--- src/inc/repeater_status_pkg.sv ---
// Operation
// - The port-fault indicator bus low four bits step through ports 0 to 11 and repeat.
// - Bit four of the indicator bus is high while the shown port is partitioned.
// - Bit five of the indicator bus is high while the shown port is jabbering.
// - The chip id error output follows the id error status condition, registered one clock later.
// - During reset the shared state bit three pin is an input whose level sets receive polarity.
// - A high or open polarity pin during reset makes the receive enables active high.
// - A low polarity pin during reset makes the receive enables active low.
// - Outside reset the shared pin drives state code bit three beside the three lower bits.
// - State codes are 0 idle, 1 collision, 2 one port left, 3 repeat, 4 noise.
// - Mode inputs 0,0 select no special mode and 1,1 select preamble regeneration.
// - A receive enable is asserted only for the single port with receive activity.
package repeater_status_pkg;
    localparam int NUM_PORTS = 12;
    localparam int PORT_IDX_W = 4;
    localparam int CLK_PERIOD_NS = 20;
    localparam int SCAN_DWELL_NS = 1000;
    localparam int SCAN_DWELL_CYCLES = (SCAN_DWELL_NS + CLK_PERIOD_NS - 1) / CLK_PERIOD_NS;

    // ************************************
    // register map
    // ************************************
    localparam logic [7:0] STATUS_OFFSET = 8'h00;
    localparam logic [7:0] MASK_OFFSET = 8'h04;
    localparam logic [7:0] STATE_OFFSET = 8'h08;
    localparam logic [7:0] FAULT_OFFSET = 8'h0c;
    localparam int STATUS_W = 4;
    localparam int ST_ID_ERR = 0;
    localparam int ST_PART = 1;
    localparam int ST_JAB = 2;
    localparam int ST_MODE = 3;
    localparam logic [3:0] STATUS_RESET = 4'h0;
    localparam logic [3:0] MASK_RESET = 4'h0;
    localparam int STATE_CODE_LSB = 0;
    localparam int STATE_POL_BIT = 4;
    localparam int STATE_MODE_LSB = 8;
    localparam int STATE_SCAN_LSB = 12;
    localparam int FAULT_PART_LSB = 0;
    localparam int FAULT_JAB_LSB = 16;
    localparam logic [1:0] RESP_OKAY = 2'h0;
    localparam logic [1:0] RESP_SLVERR = 2'h2;

    // ************************************
    // state codes and modes
    // ************************************
    localparam logic [3:0] RSM_IDLE = 4'h0;
    localparam logic [3:0] RSM_COLLISION = 4'h1;
    localparam logic [3:0] RSM_ONE_LEFT = 4'h2;
    localparam logic [3:0] RSM_REPEAT = 4'h3;
    localparam logic [3:0] RSM_NOISE = 4'h4;
    localparam logic [1:0] MODE_PLAIN_CODE = 2'h0;
    localparam logic [1:0] MODE_REGEN_CODE = 2'h3;
    typedef enum logic [1:0] {MODE_NONE, MODE_TEST, MODE_PREAMBLE_REGEN} mode_t;
endpackage

--- src/led_port_scanner.sv ---
`timescale 1ns/1ns
module led_port_scanner #(
    parameter int NUM_PORTS = repeater_status_pkg::NUM_PORTS,
    parameter int DWELL_CYCLES = repeater_status_pkg::SCAN_DWELL_CYCLES
) (
    input wire logic aclk,
    input wire logic aresetn,
    input wire logic [NUM_PORTS-1:0] port_partitioned,
    input wire logic [NUM_PORTS-1:0] port_jabbering,
    output logic [5:0] port_fault_indicator_bus
);
    localparam int DWELL_MAX = DWELL_CYCLES - 1;
    logic [15:0] dwell_cnt;
    logic [3:0] port_idx;
    logic [NUM_PORTS-1:0] part_q;
    logic [NUM_PORTS-1:0] jab_q;
    wire step = (dwell_cnt == 16'(DWELL_MAX));
    wire last_port = (port_idx == 4'(NUM_PORTS - 1));

    always_ff @(posedge aclk) begin
        if (!aresetn) begin
            dwell_cnt <= 16'h0000;
            port_idx <= 4'h0;
        end else begin
            dwell_cnt <= step ? 16'h0000 : dwell_cnt + 16'h0001;
            if (step)
                port_idx <= last_port ? 4'h0 : port_idx + 4'h1;
        end
    end

    // number and status leave the same flop stage, so they never disagree
    always_ff @(posedge aclk) begin
        if (!aresetn) begin
            port_fault_indicator_bus <= 6'h00;
        end else begin
            port_fault_indicator_bus <= {port_jabbering[port_idx], port_partitioned[port_idx],
                                         port_idx};
        end
        part_q <= port_partitioned;
        jab_q <= port_jabbering;
    end
endmodule

--- src/polarity_strap.sv ---
`timescale 1ns/1ns
module polarity_strap (
    input wire logic aclk,
    input wire logic aresetn,
    input wire logic state_bit3_in,
    input wire logic state_bit3_drive,
    output logic state_bit3_out,
    output logic state_bit3_oe_n,
    output logic polarity_high
);
    // reset is synchronous, so the strap is sampled on every edge while held
    always_ff @(posedge aclk) begin
        if (!aresetn)
            polarity_high <= state_bit3_in;
    end

    // pin released while in reset so the pull resistor sets its level
    assign state_bit3_oe_n = !aresetn;
    assign state_bit3_out = state_bit3_drive;
endmodule

--- src/repeater_status_pins.sv ---
// Local design decisions: the AXI4-Lite interface to the registers and the register addresses.
`timescale 1ns/1ns
module repeater_status_pins #(
    parameter int NUM_PORTS = repeater_status_pkg::NUM_PORTS,
    parameter int DWELL_CYCLES = repeater_status_pkg::SCAN_DWELL_CYCLES
) (
    input wire logic aclk,
    input wire logic aresetn,
    // axi4-lite slave
    input wire logic [7:0] s_axi_awaddr,
    input wire logic s_axi_awvalid,
    output logic s_axi_awready,
    input wire logic [31:0] s_axi_wdata,
    input wire logic [3:0] s_axi_wstrb,
    input wire logic s_axi_wvalid,
    output logic s_axi_wready,
    output logic [1:0] s_axi_bresp,
    output logic s_axi_bvalid,
    input wire logic s_axi_bready,
    input wire logic [7:0] s_axi_araddr,
    input wire logic s_axi_arvalid,
    output logic s_axi_arready,
    output logic [31:0] s_axi_rdata,
    output logic [1:0] s_axi_rresp,
    output logic s_axi_rvalid,
    input wire logic s_axi_rready,
    output logic irq,
    // observed repeater state
    input wire logic [NUM_PORTS-1:0] port_partitioned,
    input wire logic [NUM_PORTS-1:0] port_jabbering,
    input wire logic [NUM_PORTS-1:0] port_rx_active,
    input wire logic [3:0] repeater_state_in,
    input wire logic id_error_cond,
    input wire logic [1:0] mode_in,
    // pins
    output logic [5:0] port_fault_indicator_bus,
    output logic chip_id_error_out,
    output logic [2:0] repeater_state_code,
    input wire logic state_bit3_in,
    output logic state_bit3_out,
    output logic state_bit3_oe_n,
    output logic [NUM_PORTS-1:0] port_receive_enable,
    output logic mode_test,
    output logic mode_preamble_regen
);
    // ************************************
    // declarations
    // ************************************
    logic aw_held;
    logic w_held;
    logic [7:0] aw_addr_q;
    logic [31:0] w_data_q;
    logic [3:0] w_strb_q;
    logic [3:0] status;
    logic [3:0] mask;
    logic [3:0] next_status;
    logic [NUM_PORTS-1:0] part_q;
    logic [NUM_PORTS-1:0] jab_q;
    logic [NUM_PORTS-1:0] rx_en_q;
    logic [NUM_PORTS-1:0] rx_active_q;
    logic code3_q;
    logic polarity_high;
    repeater_status_pkg::mode_t mode_sel;
    repeater_status_pkg::mode_t mode_q;
    logic [31:0] rd_mux;
    logic [1:0] rd_resp;

    // ************************************
    // axi4-lite write path
    // ************************************
    // address and data may arrive in either order; each is parked until both exist
    wire aw_fire = s_axi_awvalid && s_axi_awready;
    wire w_fire = s_axi_wvalid && s_axi_wready;
    wire have_aw = aw_held || aw_fire;
    wire have_w = w_held || w_fire;
    wire do_write = have_aw && have_w && !s_axi_bvalid;
    wire [7:0] wr_addr = aw_held ? aw_addr_q : s_axi_awaddr;
    wire [31:0] wr_data = w_held ? w_data_q : s_axi_wdata;
    wire [3:0] wr_strb = w_held ? w_strb_q : s_axi_wstrb;
    wire wr_status = do_write && wr_addr == repeater_status_pkg::STATUS_OFFSET;
    wire wr_mask = do_write && wr_addr == repeater_status_pkg::MASK_OFFSET;
    wire wr_known = wr_status || wr_mask;
    wire [3:0] status_clr = (wr_status && wr_strb[0]) ? wr_data[3:0] : 4'h0;

    assign s_axi_awready = !aw_held && !s_axi_bvalid;
    assign s_axi_wready = !w_held && !s_axi_bvalid;

    always_ff @(posedge aclk) begin
        if (!aresetn) begin
            aw_held <= 1'b0;
            w_held <= 1'b0;
            aw_addr_q <= 8'h00;
            w_data_q <= 32'h0000_0000;
            w_strb_q <= 4'h0;
        end else begin
            aw_held <= do_write ? 1'b0 : have_aw;
            w_held <= do_write ? 1'b0 : have_w;
            if (aw_fire)
                aw_addr_q <= s_axi_awaddr;
            if (w_fire) begin
                w_data_q <= s_axi_wdata;
                w_strb_q <= s_axi_wstrb;
            end
        end
    end

    always_ff @(posedge aclk) begin
        if (!aresetn) begin
            s_axi_bvalid <= 1'b0;
            s_axi_bresp <= repeater_status_pkg::RESP_OKAY;
        end else if (do_write) begin
            s_axi_bvalid <= 1'b1;
            s_axi_bresp <= wr_known ? repeater_status_pkg::RESP_OKAY
                                    : repeater_status_pkg::RESP_SLVERR;
        end else if (s_axi_bready) begin
            s_axi_bvalid <= 1'b0;
        end
    end

    // ************************************
    // axi4-lite read path
    // ************************************
    wire ar_fire = s_axi_arvalid && s_axi_arready;
    wire rd_status = s_axi_araddr == repeater_status_pkg::STATUS_OFFSET;
    wire rd_mask = s_axi_araddr == repeater_status_pkg::MASK_OFFSET;
    wire rd_state = s_axi_araddr == repeater_status_pkg::STATE_OFFSET;
    wire rd_fault = s_axi_araddr == repeater_status_pkg::FAULT_OFFSET;
    wire [31:0] state_word = (32'(repeater_state_in) << repeater_status_pkg::STATE_CODE_LSB)
        | (32'(polarity_high) << repeater_status_pkg::STATE_POL_BIT)
        | (32'(mode_q) << repeater_status_pkg::STATE_MODE_LSB)
        | (32'(port_fault_indicator_bus[3:0]) << repeater_status_pkg::STATE_SCAN_LSB);
    wire [31:0] fault_word = (32'(part_q) << repeater_status_pkg::FAULT_PART_LSB)
        | (32'(jab_q) << repeater_status_pkg::FAULT_JAB_LSB);

    assign s_axi_arready = !s_axi_rvalid;
    assign rd_mux = rd_status ? 32'(status)
                  : rd_mask ? 32'(mask)
                  : rd_state ? state_word
                  : rd_fault ? fault_word
                  : 32'h0000_0000;
    assign rd_resp = (rd_status || rd_mask || rd_state || rd_fault)
                   ? repeater_status_pkg::RESP_OKAY : repeater_status_pkg::RESP_SLVERR;

    always_ff @(posedge aclk) begin
        if (!aresetn) begin
            s_axi_rvalid <= 1'b0;
            s_axi_rdata <= 32'h0000_0000;
            s_axi_rresp <= repeater_status_pkg::RESP_OKAY;
        end else if (ar_fire) begin
            s_axi_rvalid <= 1'b1;
            s_axi_rdata <= rd_mux;
            s_axi_rresp <= rd_resp;
        end else if (s_axi_rready) begin
            s_axi_rvalid <= 1'b0;
        end
    end

    // ************************************
    // events, status and interrupt
    // ************************************
    wire [3:0] events;
    assign events[repeater_status_pkg::ST_ID_ERR] = id_error_cond;
    assign events[repeater_status_pkg::ST_PART] = |(port_partitioned & ~part_q);
    assign events[repeater_status_pkg::ST_JAB] = |(port_jabbering & ~jab_q);
    assign events[repeater_status_pkg::ST_MODE] = mode_sel != mode_q;
    // a new event beats a clear written in the same cycle
    assign next_status = (status & ~status_clr) | events;
    assign irq = |(status & mask);

    always_ff @(posedge aclk) begin
        if (!aresetn) begin
            status <= repeater_status_pkg::STATUS_RESET;
            mask <= repeater_status_pkg::MASK_RESET;
            part_q <= '0;
            jab_q <= '0;
        end else begin
            status <= next_status;
            if (wr_mask && wr_strb[0])
                mask <= wr_data[3:0];
            part_q <= port_partitioned;
            jab_q <= port_jabbering;
        end
    end

    // ************************************
    // id error and state code outputs
    // ************************************
    always_ff @(posedge aclk) begin
        if (!aresetn) begin
            chip_id_error_out <= 1'b0;
            repeater_state_code <= repeater_status_pkg::RSM_IDLE[2:0];
            code3_q <= repeater_status_pkg::RSM_IDLE[3];
        end else begin
            chip_id_error_out <= id_error_cond;
            repeater_state_code <= repeater_state_in[2:0];
            code3_q <= repeater_state_in[3];
        end
    end

    // ************************************
    // receive enables
    // ************************************
    // a collision (several active ports) enables none of them
    wire rx_single = (port_rx_active != '0)
        && ((port_rx_active & (port_rx_active - NUM_PORTS'(1))) == '0);

    always_ff @(posedge aclk) begin
        if (!aresetn) begin
            rx_en_q <= '0;
            rx_active_q <= '0;
        end else begin
            rx_en_q <= rx_single ? port_rx_active : '0;
            rx_active_q <= port_rx_active;
        end
    end

    assign port_receive_enable = rx_en_q ^ {NUM_PORTS{!polarity_high}};

    // ************************************
    // mode decode
    // ************************************
    // both test codes are treated alike; the board only applies them on a tester
    assign mode_sel = (mode_in == repeater_status_pkg::MODE_PLAIN_CODE)
                    ? repeater_status_pkg::MODE_NONE
                    : (mode_in == repeater_status_pkg::MODE_REGEN_CODE)
                    ? repeater_status_pkg::MODE_PREAMBLE_REGEN
                    : repeater_status_pkg::MODE_TEST;

    always_ff @(posedge aclk) begin
        if (!aresetn)
            mode_q <= repeater_status_pkg::MODE_NONE;
        else
            mode_q <= mode_sel;
    end

    always_comb begin
        mode_test = 1'b0;
        mode_preamble_regen = 1'b0;
        case (mode_q)
            repeater_status_pkg::MODE_NONE: begin
                mode_test = 1'b0;
            end
            repeater_status_pkg::MODE_TEST: begin
                mode_test = 1'b1;
            end
            repeater_status_pkg::MODE_PREAMBLE_REGEN: begin
                mode_preamble_regen = 1'b1;
            end
            default: begin
                mode_test = 1'b0;
            end
        endcase
    end

    // ************************************
    // submodules
    // ************************************
    led_port_scanner #(
        .NUM_PORTS(NUM_PORTS),
        .DWELL_CYCLES(DWELL_CYCLES)
    ) scanner (
        .aclk(aclk),
        .aresetn(aresetn),
        .port_partitioned(port_partitioned),
        .port_jabbering(port_jabbering),
        .port_fault_indicator_bus(port_fault_indicator_bus)
    );

    polarity_strap strap (
        .aclk(aclk),
        .aresetn(aresetn),
        .state_bit3_in(state_bit3_in),
        .state_bit3_drive(code3_q),
        .state_bit3_out(state_bit3_out),
        .state_bit3_oe_n(state_bit3_oe_n),
        .polarity_high(polarity_high)
    );
endmodule

--- config.mk ---
export PLATFORM = sky130hd
export DESIGN_NAME = repeater_status_pins
export DESIGN_NICKNAME = d
export VERILOG_FILES = /design/src/inc/repeater_status_pkg.sv /design/src/led_port_scanner.sv /design/src/polarity_strap.sv /design/src/repeater_status_pins.sv
export SDC_FILE = /design/constraint.sdc
export NUM_CORES = 1
export LEC_CHECK = 0
export BUFFER_PORTS_ARGS = -buffer_cell sky130_fd_sc_hd__buf_2
export CORE_MARGIN = 10
export CORE_UTILIZATION = 30
export CTS_BUF_LIST = sky130_fd_sc_hd__clkbuf_8
export CTS_CLUSTER_SIZE = 25
export DETAILED_ROUTE_END_ITERATION = 10
export PLACE_DENSITY = 0.59
export SKIP_LAST_GASP = 1
export SLEW_MARGIN = 0
export SYNTH_ARGS = -nofsm -noshare
export SYNTH_HDL_FRONTEND = slang
export SYNTH_SLANG_ARGS = --single-unit
--- constraint.sdc ---
create_clock -name aclk -period 2.1 [get_ports aclk]
set_input_delay 0.21 -clock aclk [delete_from_list [all_inputs] [get_ports aclk]]
set_output_delay 0.21 -clock aclk [all_outputs]
set_load 0.02 [all_outputs]
# Yosys cells after proc, flatten, opt, wreduce, memory -nomap -nowiden
# Index checks and enable logic that the tools add are counted.
# Widths: inputs -> output; s select.
dict set report op_classes {
  n_eq_ne 10
  multipliers 0
  n_lt_le_gt_ge 1
  n_reduce_logical 37
  div 0
  n_shift 0
  bitwise 15
  addsub 3
  n_mux 23
}
# cell count
set op_table {}
lappend op_table {{$mux 28} 4}
lappend op_table {{$and 12x12->12} 3}
lappend op_table {{$or 12x28->28} 1}
lappend op_table {{$not 12->12} 2}
lappend op_table {{$reduce_or 12->1} 2}
lappend op_table {{$add 16x1->16 const B} 1}
lappend op_table {{$eq 16x6->1 const B} 1}
lappend op_table {{$eq 8x3->1 const B} 2}
lappend op_table {{$eq 8x4->1 const B} 2}
lappend op_table {{$logic_not 8->1} 2}
lappend op_table {{$or 10x16->16} 1}
lappend op_table {{$logic_and 1x1->1} 12}
lappend op_table {{$logic_not 12->1} 1}
lappend op_table {{$mux 4} 3}
lappend op_table {{$reduce_bool 12->1} 1}
lappend op_table {{$sub 12x1->12 const B} 1}
lappend op_table {{$xor 12x12->12} 1}
lappend op_table {{$or 5x10->10} 1}
lappend op_table {{$mux 1} 9}
lappend op_table {{$and 4x4->4} 2}
lappend op_table {{$bmux 1 s4} 2}
lappend op_table {{$mux 2} 4}
lappend op_table {{$mux 8} 1}
lappend op_table {{$logic_not 1->1} 6}
lappend op_table {{other kinds (16)} 24}
dict set report word_totals {
  regBits 131
  rom_bits 0
  output_inout_bits 68
  inputBits 103
  latchBits 0
  elab_cells 112
  ramBits 0
  n_memories 0
}

# Depth between registers and ports, before layout
# Gate-level depths: netlist (run 1).
dict set report depth {
  depth_word 12
  depth_mapped 7
  mapped_depth_nobuf 6
}

# By module
# A second synthesis (run 1) with hierarchy kept.
dict set report hier_totals {
  hier_cells 564
  hier_area_um2 5511.5
}
# mod seq_area_each_um2 area_each_um2 cells_each instances
set by_module_without_submodules {}
lappend by_module_without_submodules {repeater_status_pins 1961.9 4162.7 427 1}
lappend by_module_without_submodules {led_port_scanner 520.5 1307.5 134 1}
lappend by_module_without_submodules {polarity_strap 30.0 41.3 3 1}

# Worst setup path after synthesis (run 1)
# No wires, ideal clock.
dict set report synth_path {
  path_type {register -> register}
  start {register w_held}
  end {register w_data_q[0]}
  t_arrival_ns 1.458
  path_buffers 2
  setup_ns 0.128
  t_required_ns 1.972
  period_less_slack_ns 1.586
  stages_incl_launch_ff 7
  slack_ns 0.514
  cell_sequence {dfxtp_1 > buf_2 > nor2_1 > and2_1 > clkbuf_1 > mux2i_1 > nor2_1}
}
dict set report synth_between {
  elab_chain_cells 3
}
# item line_no
set synth_rtl {}
lappend synth_rtl {{start: declaration} repeater_status_pins.sv:50} ;# logic w_held;
lappend synth_rtl {{start signal: assignment} repeater_status_pins.sv:97} ;# w_held <= do_write ? 1'b0 : have_w;
lappend synth_rtl {{$logic_not 1->1} repeater_status_pins.sv:86} ;# assign s_axi_wready = !w_held && !s_axi_bvalid;
lappend synth_rtl {{$logic_and 1x1->1} repeater_status_pins.sv:86}
lappend synth_rtl {{net s_axi_wready} repeater_status_pins.sv:16} ;# output logic s_axi_wready,
lappend synth_rtl {{$logic_and 1x1->1} repeater_status_pins.sv:73} ;# wire w_fire = s_axi_wvalid && s_axi_wready;
lappend synth_rtl {{end signal: assignment} repeater_status_pins.sv:101} ;# w_data_q <= s_axi_wdata;
lappend synth_rtl {{end: declaration} repeater_status_pins.sv:52} ;# logic [31:0] w_data_q;
# The timed path passes the listed nets, and every way through them passes these cells.
# A chain may end at the register's enable or synchronous reset.

# Worst setup path in the final report (run 1)
dict set report layout_path {
  start {register strap.polarity_high}
  end {output port_receive_enable[0]}
}
dict set report layout_between {
  elab_chain_cells 2
}
# item line_no
set layout_rtl {}
lappend layout_rtl {{start: declaration} polarity_strap.sv:9} ;# output logic polarity_high
lappend layout_rtl {{start signal: assignment} polarity_strap.sv:14} ;# polarity_high <= state_bit3_in;
lappend layout_rtl {{$logic_not 1->1} repeater_status_pins.sv:217} ;# assign port_receive_enable = rx_en_q ^ {NUM_PORTS{!polarity_high}};
lappend layout_rtl {{$xor 12x12->12} repeater_status_pins.sv:217}
lappend layout_rtl {{end: declaration} repeater_status_pins.sv:42} ;# output logic [NUM_PORTS-1:0] port_receive_enable,
# Every way passes these cells.

==> results.yml, run 1 <==
clock_tree:
  clk_root_buffer_cell: "sky130_fd_sc_hd__clkbuf_8"
  number_of_levels_the_h_tree_was_split_into: 4
  path_clk_slew_ns: 0.08
  tritoncts_buffers: 17
  clk-insertion-delay-late_ns: 0.45
  cts_sinks: 125
  cts_tree: "done"
  postCtsResizedCells: 0
  cts_max_path_buffers: 2
worst_setup_path:
  start_kind: "flop"
  critPathSlowestCell: "sky130_fd_sc_hd__edfxtp_1"
  r2r_end: "mask[2]"
  worst_path_top_cell_family_by_delay: "flip-flops"
  rr_startpoint: "aw_held"
  cp_cell_sequence: "xnor2_1 -> buf_2"
  max_stage_delay_ns: 0.82
  cp.buffers_inverters: 1
  worst-r2r-cell-count: 4
  reg2reg_slack_ns: 0.34
  worst-endpoint-arrival_ns: 1.66
  cp.required_ns: 1.89
  critical_path.endpoint_type: "primary output"
  cp_max_fo: 13
  crit_type: "flop to primary output"
global_route:
  gr-usage-all-layers_pct: 12.83
  grt_pass1_vias: 4603
  grt_antenna_before_repair: 2
  grt_start_max_net_pins: 60
  gr-total-overflow: 0
  grt_pass1_wl_um: 24390
flow_run:
  drv.max_cap_violation_count: 0
timing:
  rsz0062_at_grt: "false"
  setup-violations-final: 0
  setup_total_negative_slack_ns: 0
  max_clock_freq_mhz: 534.9
  worst_slew_pin_slew_ns: 0.7201
  maxSlewHeadroom_pct: 51.99
  worst_clock_skew_ns: 0.01327
  timing.final.crit_period_ns: 1.869
  timing.final.max_slew_violations: 0
  finalHoldViolCount: 0
  min_period_over_period_pct: 89.02
power:
  cellInternalPower_mw: 3.796
  power.ir.vdd_worst_mv: 0.4072
  switching_share_pct: 27.94
  clock_power_share_pct: 40.7
  power.sequential.fraction_pct: 47.7
  p_switching_mw: 1.472
  cellPowerDensity_nw_per_um2: 762.1
  power_leakage_nw: 2.793
  p_comb_share_pct: 11.6
drt:
  first_iter_violations: 294
  viasPerCell: 4.729
  postRouteAntennaNets: 0
  wl_per_cell_um: 16.00
  drt_wl_total_um: 15210
  post-route-drc-count: 0
  drt-pass1-iter-count: 5
  vias_after_detailed_routing: 4497
logic_synthesis:
  synth-seq-cells: 125
  ys_types: 54
  netlist_instances: 543
  count_of_flip_flops_with_a_built_in_enable_after_synthesis: 1
  syn_area_per_cell_sq_um: 9.675
  async_reset_ff_share_pct: 0
  yosysSeqAreaShare_pct: 47.82
  yosys_warnings: 0
  synth_top_flop_cell: "sky130_fd_sc_hd__dfxtp_1"
  synthesis.area_sq_um: 5254
floorplanning:
  start_util_pct: 30.48
  pin_count: 171
  core_region_area_sq_um: 17240
  std_cell_rows: 48
  floorplan.die.width_um: 152.3
  chipHeight_um: 152.3
  fp.dieArea_sq_um: 23210
outcome:
  outcome: "finished, final reports clean"
hold_path:
  min_path_type: "input port to flop"
  min-delay-start: "s_axi_rready"
  hold_path_depth: 3
  hold_end: "s_axi_rvalid"
placement:
  detailed_place.area_sq_um: 6141
  port_buffers: 133
  gpl.final_weighted_congestion: 0.7665
  detailed_place_hpwl_um: 11180
finish:
  layout_common_cells: "133 x sky130_fd_sc_hd__buf_2, 124 x sky130_fd_sc_hd__dfxtp_1, 75 x sky130_fd_sc_hd__nor2_1, 37 x sky130_fd_sc_hd__dlygate4sd3_1, 35 x sky130_fd_sc_hd__and2_1"
  final_common_cell: "sky130_fd_sc_hd__buf_2"
  drive_above_1_share_pct: 27.17
  postLayoutCellArea_sq_um: 6912
  nFillCells: 1727
  synthToLayoutAreaGrowth_pct: 31.56
  layout.core_utilization_pct: 40.10
  final_nets: 819
-- flip-flops by register name (all words and copies together) (netlist names), 6 cells and up --
register                          flops
scanner.port_fault_indicator_bus      6
jab_q                                12
scanner.dwell_cnt                    16
s_axi_rdata                          28
part_q                               12
rx_en_q                              12
aw_addr_q                             8
-- synthesized netlist by cell type (all sizes together) (14+ instances only) --
cell type / count / share of area (%)
nand2b: 24 / 2.9
nor2: 75 / 5.4
clkbuf: 18 / 1.3
mux2i: 14 / 2.7
buf: 15 / 1.6
nand2: 33 / 2.4
inv: 15 / 1.1
nor4: 17 / 2.3
dfxtp: 124 / 47
and2: 35 / 4.2
a32oi: 21 / 3.5
xnor2: 25 / 4.2
a21oi: 18 / 1.7
-- area by class of cell --
cell class / instances / area, sq um / share of cell area, %
multi-input cells: 375 / 2552 / 36.93
flip-flops and latches: 125 / 2512 / 36.35
repair buffers: 178 / 1109 / 16.04
well taps: 225 / 281.5 / 4.073
clock buffers: 17 / 234.0 / 3.385
clock inverters: 15 / 163.9 / 2.371
inverters: 15 / 56.30 / 0.8146
diodes: 1 / 2.502 / 0.03621
-- tightest hold or removal path, stage by stage --
cell and delay [ns]:
sky130_fd_sc_hd__buf_2 0.07, sky130_fd_sc_hd__nand2b_1 0.09, sky130_fd_sc_hd__a21oi_1 0.06
-- power by group through the flow --
stage                     combinational, mW  sequential [mW]  clock, mW
after floorplan                       0.343             2.56          0
after global placement                0.554             2.57          0
final                                 0.611             2.51       2.14
after CTS                             0.617             2.52       2.22
after detailed placement              0.559             2.57          0
after global routing                  0.672             2.53       2.31
-- per-layer routing --
metal | wire length, um | global-route usage [%] | vias to the layer above
met4 | 186 | 3.485 | 2
met5 | 13 | 0 | -
met3 | 1045 | 4.996 | 16
met1 | 6673 | 15.01 | 2100
li1 | - | - | 2259
met2 | 7294 | 21.35 | 120
-- kinds of logic (layout without fill, tap and decap cells) --
family | Yosys count | in the layout | synth area share [%]
buffers and inverters | 48 | 225 | 3.953
adder cells (fa/ha/maj) | 5 | 5 | 1.143
AND/OR/NAND/NOR | 227 | 227 | 22.67
multiplexers | 31 | 31 | 8.454
other | 1 | 7 | 0.07138
XOR/XNOR | 28 | 28 | 4.668
flip-flops | 125 | 125 | 47.82
AO/OA/AOI/OAI | 78 | 78 | 11.22
-- worst max path at each step --
stage	start	endpoint	slack [ns]	cells past startpoint
global route	strap.polarity_high	port_receive_enable[1]	0.07	2
CTS	strap.polarity_high	port_receive_enable[0]	0.12	2
finish	strap.polarity_high	port_receive_enable[0]	0.23	2
floorplan	w_held	w_data_q[0]	0.51	6
detailed placement	s_axi_awaddr[0]	mask[0]	0.33	5
global placement	s_axi_awaddr[0]	mask[1]	0.35	5
-- repair_timing --
| item | CTS | global route |
|---|---|---|
| hold buffers | 37 | 0 |
| setup buffers | 0 | 0 |
| hold endpoints to repair | 38 | 0 |
-- per-stage QoR --
step | power, mW | hold slack [ns] | setup slack, ns | instances
after CTS | 5.349 | 0.0004597 | 0.1166 | 950
after floorplan | 2.903 | 0.2867 | 0.5145 | 548
after global placement | 3.124 | 0.3886 | 0.3541 | 881
final | 5.267 | 0.02932 | 0.2306 | 951
after detailed placement | 3.130 | 0.3890 | 0.3321 | 881
after global routing | 5.511 | 0.02064 | 0.07180 | 951
Note: power is estimated with default switching activity, not from simulation.
==> inputs of run 2 (changes only) <==
- ABC_AREA: not set -> 1
- PLACE_DENSITY: 0.59 -> 0.58
==> results.yml, run 2 <==
outcome:
  outcome: "finished, final reports clean"
drt:
  drt_wl_total_um: 15970
  first_iter_violations: 259
  postRouteAntennaNets: 0
  vias_after_detailed_routing: 5302
  post-route-drc-count: 0
  viasPerCell: 4.283
  wl_per_cell_um: 12.90
  drt-pass1-iter-count: 6
timing:
  worst_clock_skew_ns: 0.008979
  rsz0062_at_grt: "false"
  hold_ws_ns: 0.03065
  finalHoldViolCount: 0
  setup_total_negative_slack_ns: 0
  timing.final.crit_period_ns: 1.823
  timing.final.max_slew_violations: 0
  min_period_over_period_pct: 86.79
  worst_slew_pin_slew_ns: 0.6987
  maxSlewHeadroom_pct: 53.42
  timing.final.ws_setup_ns: 0.2774
  max_clock_freq_mhz: 548.7
  setup-violations-final: 0
placement:
  detailed_place.area_sq_um: 6738
  detailed_place_hpwl_um: 12350
  place_worst_setup_slack_ns: 0.3302
  gpl.final_weighted_congestion: 0.8013
  port_buffers: 133
worst_setup_path:
  critical_path.endpoint_type: "primary output"
  start_kind: "flop"
  cp_max_fo: 13
  worst-endpoint-arrival_ns: 1.61
  crit_type: "flop to primary output"
  reg2reg_slack_ns: 0.38
  cp.required_ns: 1.89
logic_synthesis:
  synth_largest_type_area_fraction_pct: 42.60
  synth-seq-cells: 125
  synth_top_flop_cell: "sky130_fd_sc_hd__dfxtp_1"
  largest_cells_by_area_after_synthesis: "sky130_fd_sc_hd__dfxtp_1 43%, sky130_fd_sc_hd__nand2_1 10%, sky130_fd_sc_hd__inv_1 7.9%, sky130_fd_sc_hd__nor2_1 5.1%, sky130_fd_sc_hd__a21oi_1 5.1%"
  yosys_warnings: 0
  ys_types: 45
  async_reset_ff_share_pct: 0
  syn_area_per_cell_sq_um: 7.311
  yosysSeqAreaShare_pct: 43.12
  synth.top_cells.by_count: "159 x sky130_fd_sc_hd__nand2_1, 124 x sky130_fd_sc_hd__dfxtp_1, 122 x sky130_fd_sc_hd__inv_1, 79 x sky130_fd_sc_hd__nor2_1, 59 x sky130_fd_sc_hd__a21oi_1"
  netlist_instances: 797
  count_of_flip_flops_with_a_built_in_enable_after_synthesis: 1
  most_numerous_cell_in_the_yosys_netlist: "sky130_fd_sc_hd__nand2_1"
  synthesis.area_sq_um: 5827
  synth_area_leader_cell: "sky130_fd_sc_hd__dfxtp_1"
power:
  cellPowerDensity_nw_per_um2: 735.2
  clock_power_share_pct: 41.9
  p_switching_mw: 1.445
  power_leakage_nw: 3.526
  cellInternalPower_mw: 4.058
  p_comb_share_pct: 12.1
  power.sequential.fraction_pct: 46.1
  switching_share_pct: 26.25
  power.ir.vdd_worst_mv: 0.3438
clock_tree:
  cts_tree: "done"
  clk-insertion-delay-late_ns: 0.45
  postCtsResizedCells: 0
  cts_hold_buffers: 31
  path_clk_slew_ns: 0.07
  postCtsSetupRepairBufs: 0
  tritoncts_buffers: 17
  number_of_levels_the_h_tree_was_split_into: 4
  cts_sinks: 125
  cts_max_path_buffers: 2
  clk_root_buffer_cell: "sky130_fd_sc_hd__clkbuf_8"
floorplanning:
  chipHeight_um: 159.4
  start_util_pct: 30.84
  core_region_area_sq_um: 18890
  pin_count: 171
  floorplan.die.width_um: 159.4
  fp.dieArea_sq_um: 25400
  std_cell_rows: 50
hold_path:
  min_path_type: "input port to flop"
finish:
  postLayoutCellArea_sq_um: 7485
  final_common_cell: "sky130_fd_sc_hd__nand2_1"
  largest-register: "s_axi_rdata"
  drive_above_1_share_pct: 24.16
  largest_register_ff_count: 28
  synthToLayoutAreaGrowth_pct: 28.45
  final_nets: 1071
  largestRegisters: "s_axi_rdata (28), scanner.dwell_cnt (16)"
  layout_common_cells: "159 x sky130_fd_sc_hd__nand2_1, 133 x sky130_fd_sc_hd__buf_2, 124 x sky130_fd_sc_hd__inv_1, 124 x sky130_fd_sc_hd__dfxtp_1, 79 x sky130_fd_sc_hd__nor2_1"
  layout.core_utilization_pct: 39.62
global_route:
  grt_pass1_vias: 5140
  gr-usage-all-layers_pct: 12.52
  grt_antenna_before_repair: 1
  gr-total-overflow: 0
  grt_pass1_wl_um: 26140
  grt_start_max_net_pins: 26
flow_run:
  drv.max_cap_violation_count: 0
==> run 2: cell types whose count changed in the layout (fill, tap and decap cells not counted), sizes merged, moves of 22 or more <==
cell,change
nand2,+131
inv,+109
nand2b,-24
and2,-35
nand3,+53
o21ai,+44
a21oi,+51
nor2,+22
==> run 2: through the flow <==
step | cells | total power, mW
CTS | 1237 | 5.583
floorplan | 802 | 2.980
finish | 1238 | 5.503
global route | 1237 | 5.776
detailed placement | 1174 | 3.213
global placement | 1174 | 3.203
==> run 2: critical path, cell delays in order (launching register included) <==
cell                       delay, ns
sky130_fd_sc_hd__edfxtp_1       0.80
sky130_fd_sc_hd__xnor2_1        0.19
sky130_fd_sc_hd__buf_2          0.19
==> run 2: cells by family after synthesis <==
family | synth area share (%)
buf+inv | 11.66
simple gates | 28.75
fa+ha+maj | 0.8590
compound gates | 12.84
flops | 43.12
xor+xnor | 2.706
other cells | 0.06436
==> run 2: worst paths after layout <==
path,depth (start not counted),start,endpoint
max reg2reg,6,scanner.dwell_cnt[0],scanner.dwell_cnt[9]
max,2,strap.polarity_high,port_receive_enable[3]
min,3,s_axi_awaddr[1],aw_addr_q[1]
min reg2reg,2,w_data_q[0],w_data_q[0]
==> run 2: cell type report <==
type,instances,area (sq um)
repair buffers,175,1059
inverters,131,498.0
multi-input cells,514,2654
clock inverters,13,172.7
well taps,260,325.3
flip-flops and latches,125,2512
fillers,2064,11410
diodes,1,2.502
clock buffers,19,261.5
==> run 2: routing by layer <==
metal  share of wire [%]  vias up  global-route usage (%)
met5                   0        -                       0
met4                 1.7        0                   4.844
met2                  48      116                   20.66
met1                  46     2336                   15.22
met3                 4.9       17                   3.279
li1                    -     2833                       -
==> run 2: power by group through the flow <==
stage	Clock [mW]	Combinational (mW)	Sequential, mW
finish	2.30	0.664	2.53
global route	2.48	0.750	2.55
CTS	2.37	0.673	2.54
detailed placement	0	0.623	2.59
global placement	0	0.616	2.59
floorplan	0	0.398	2.58
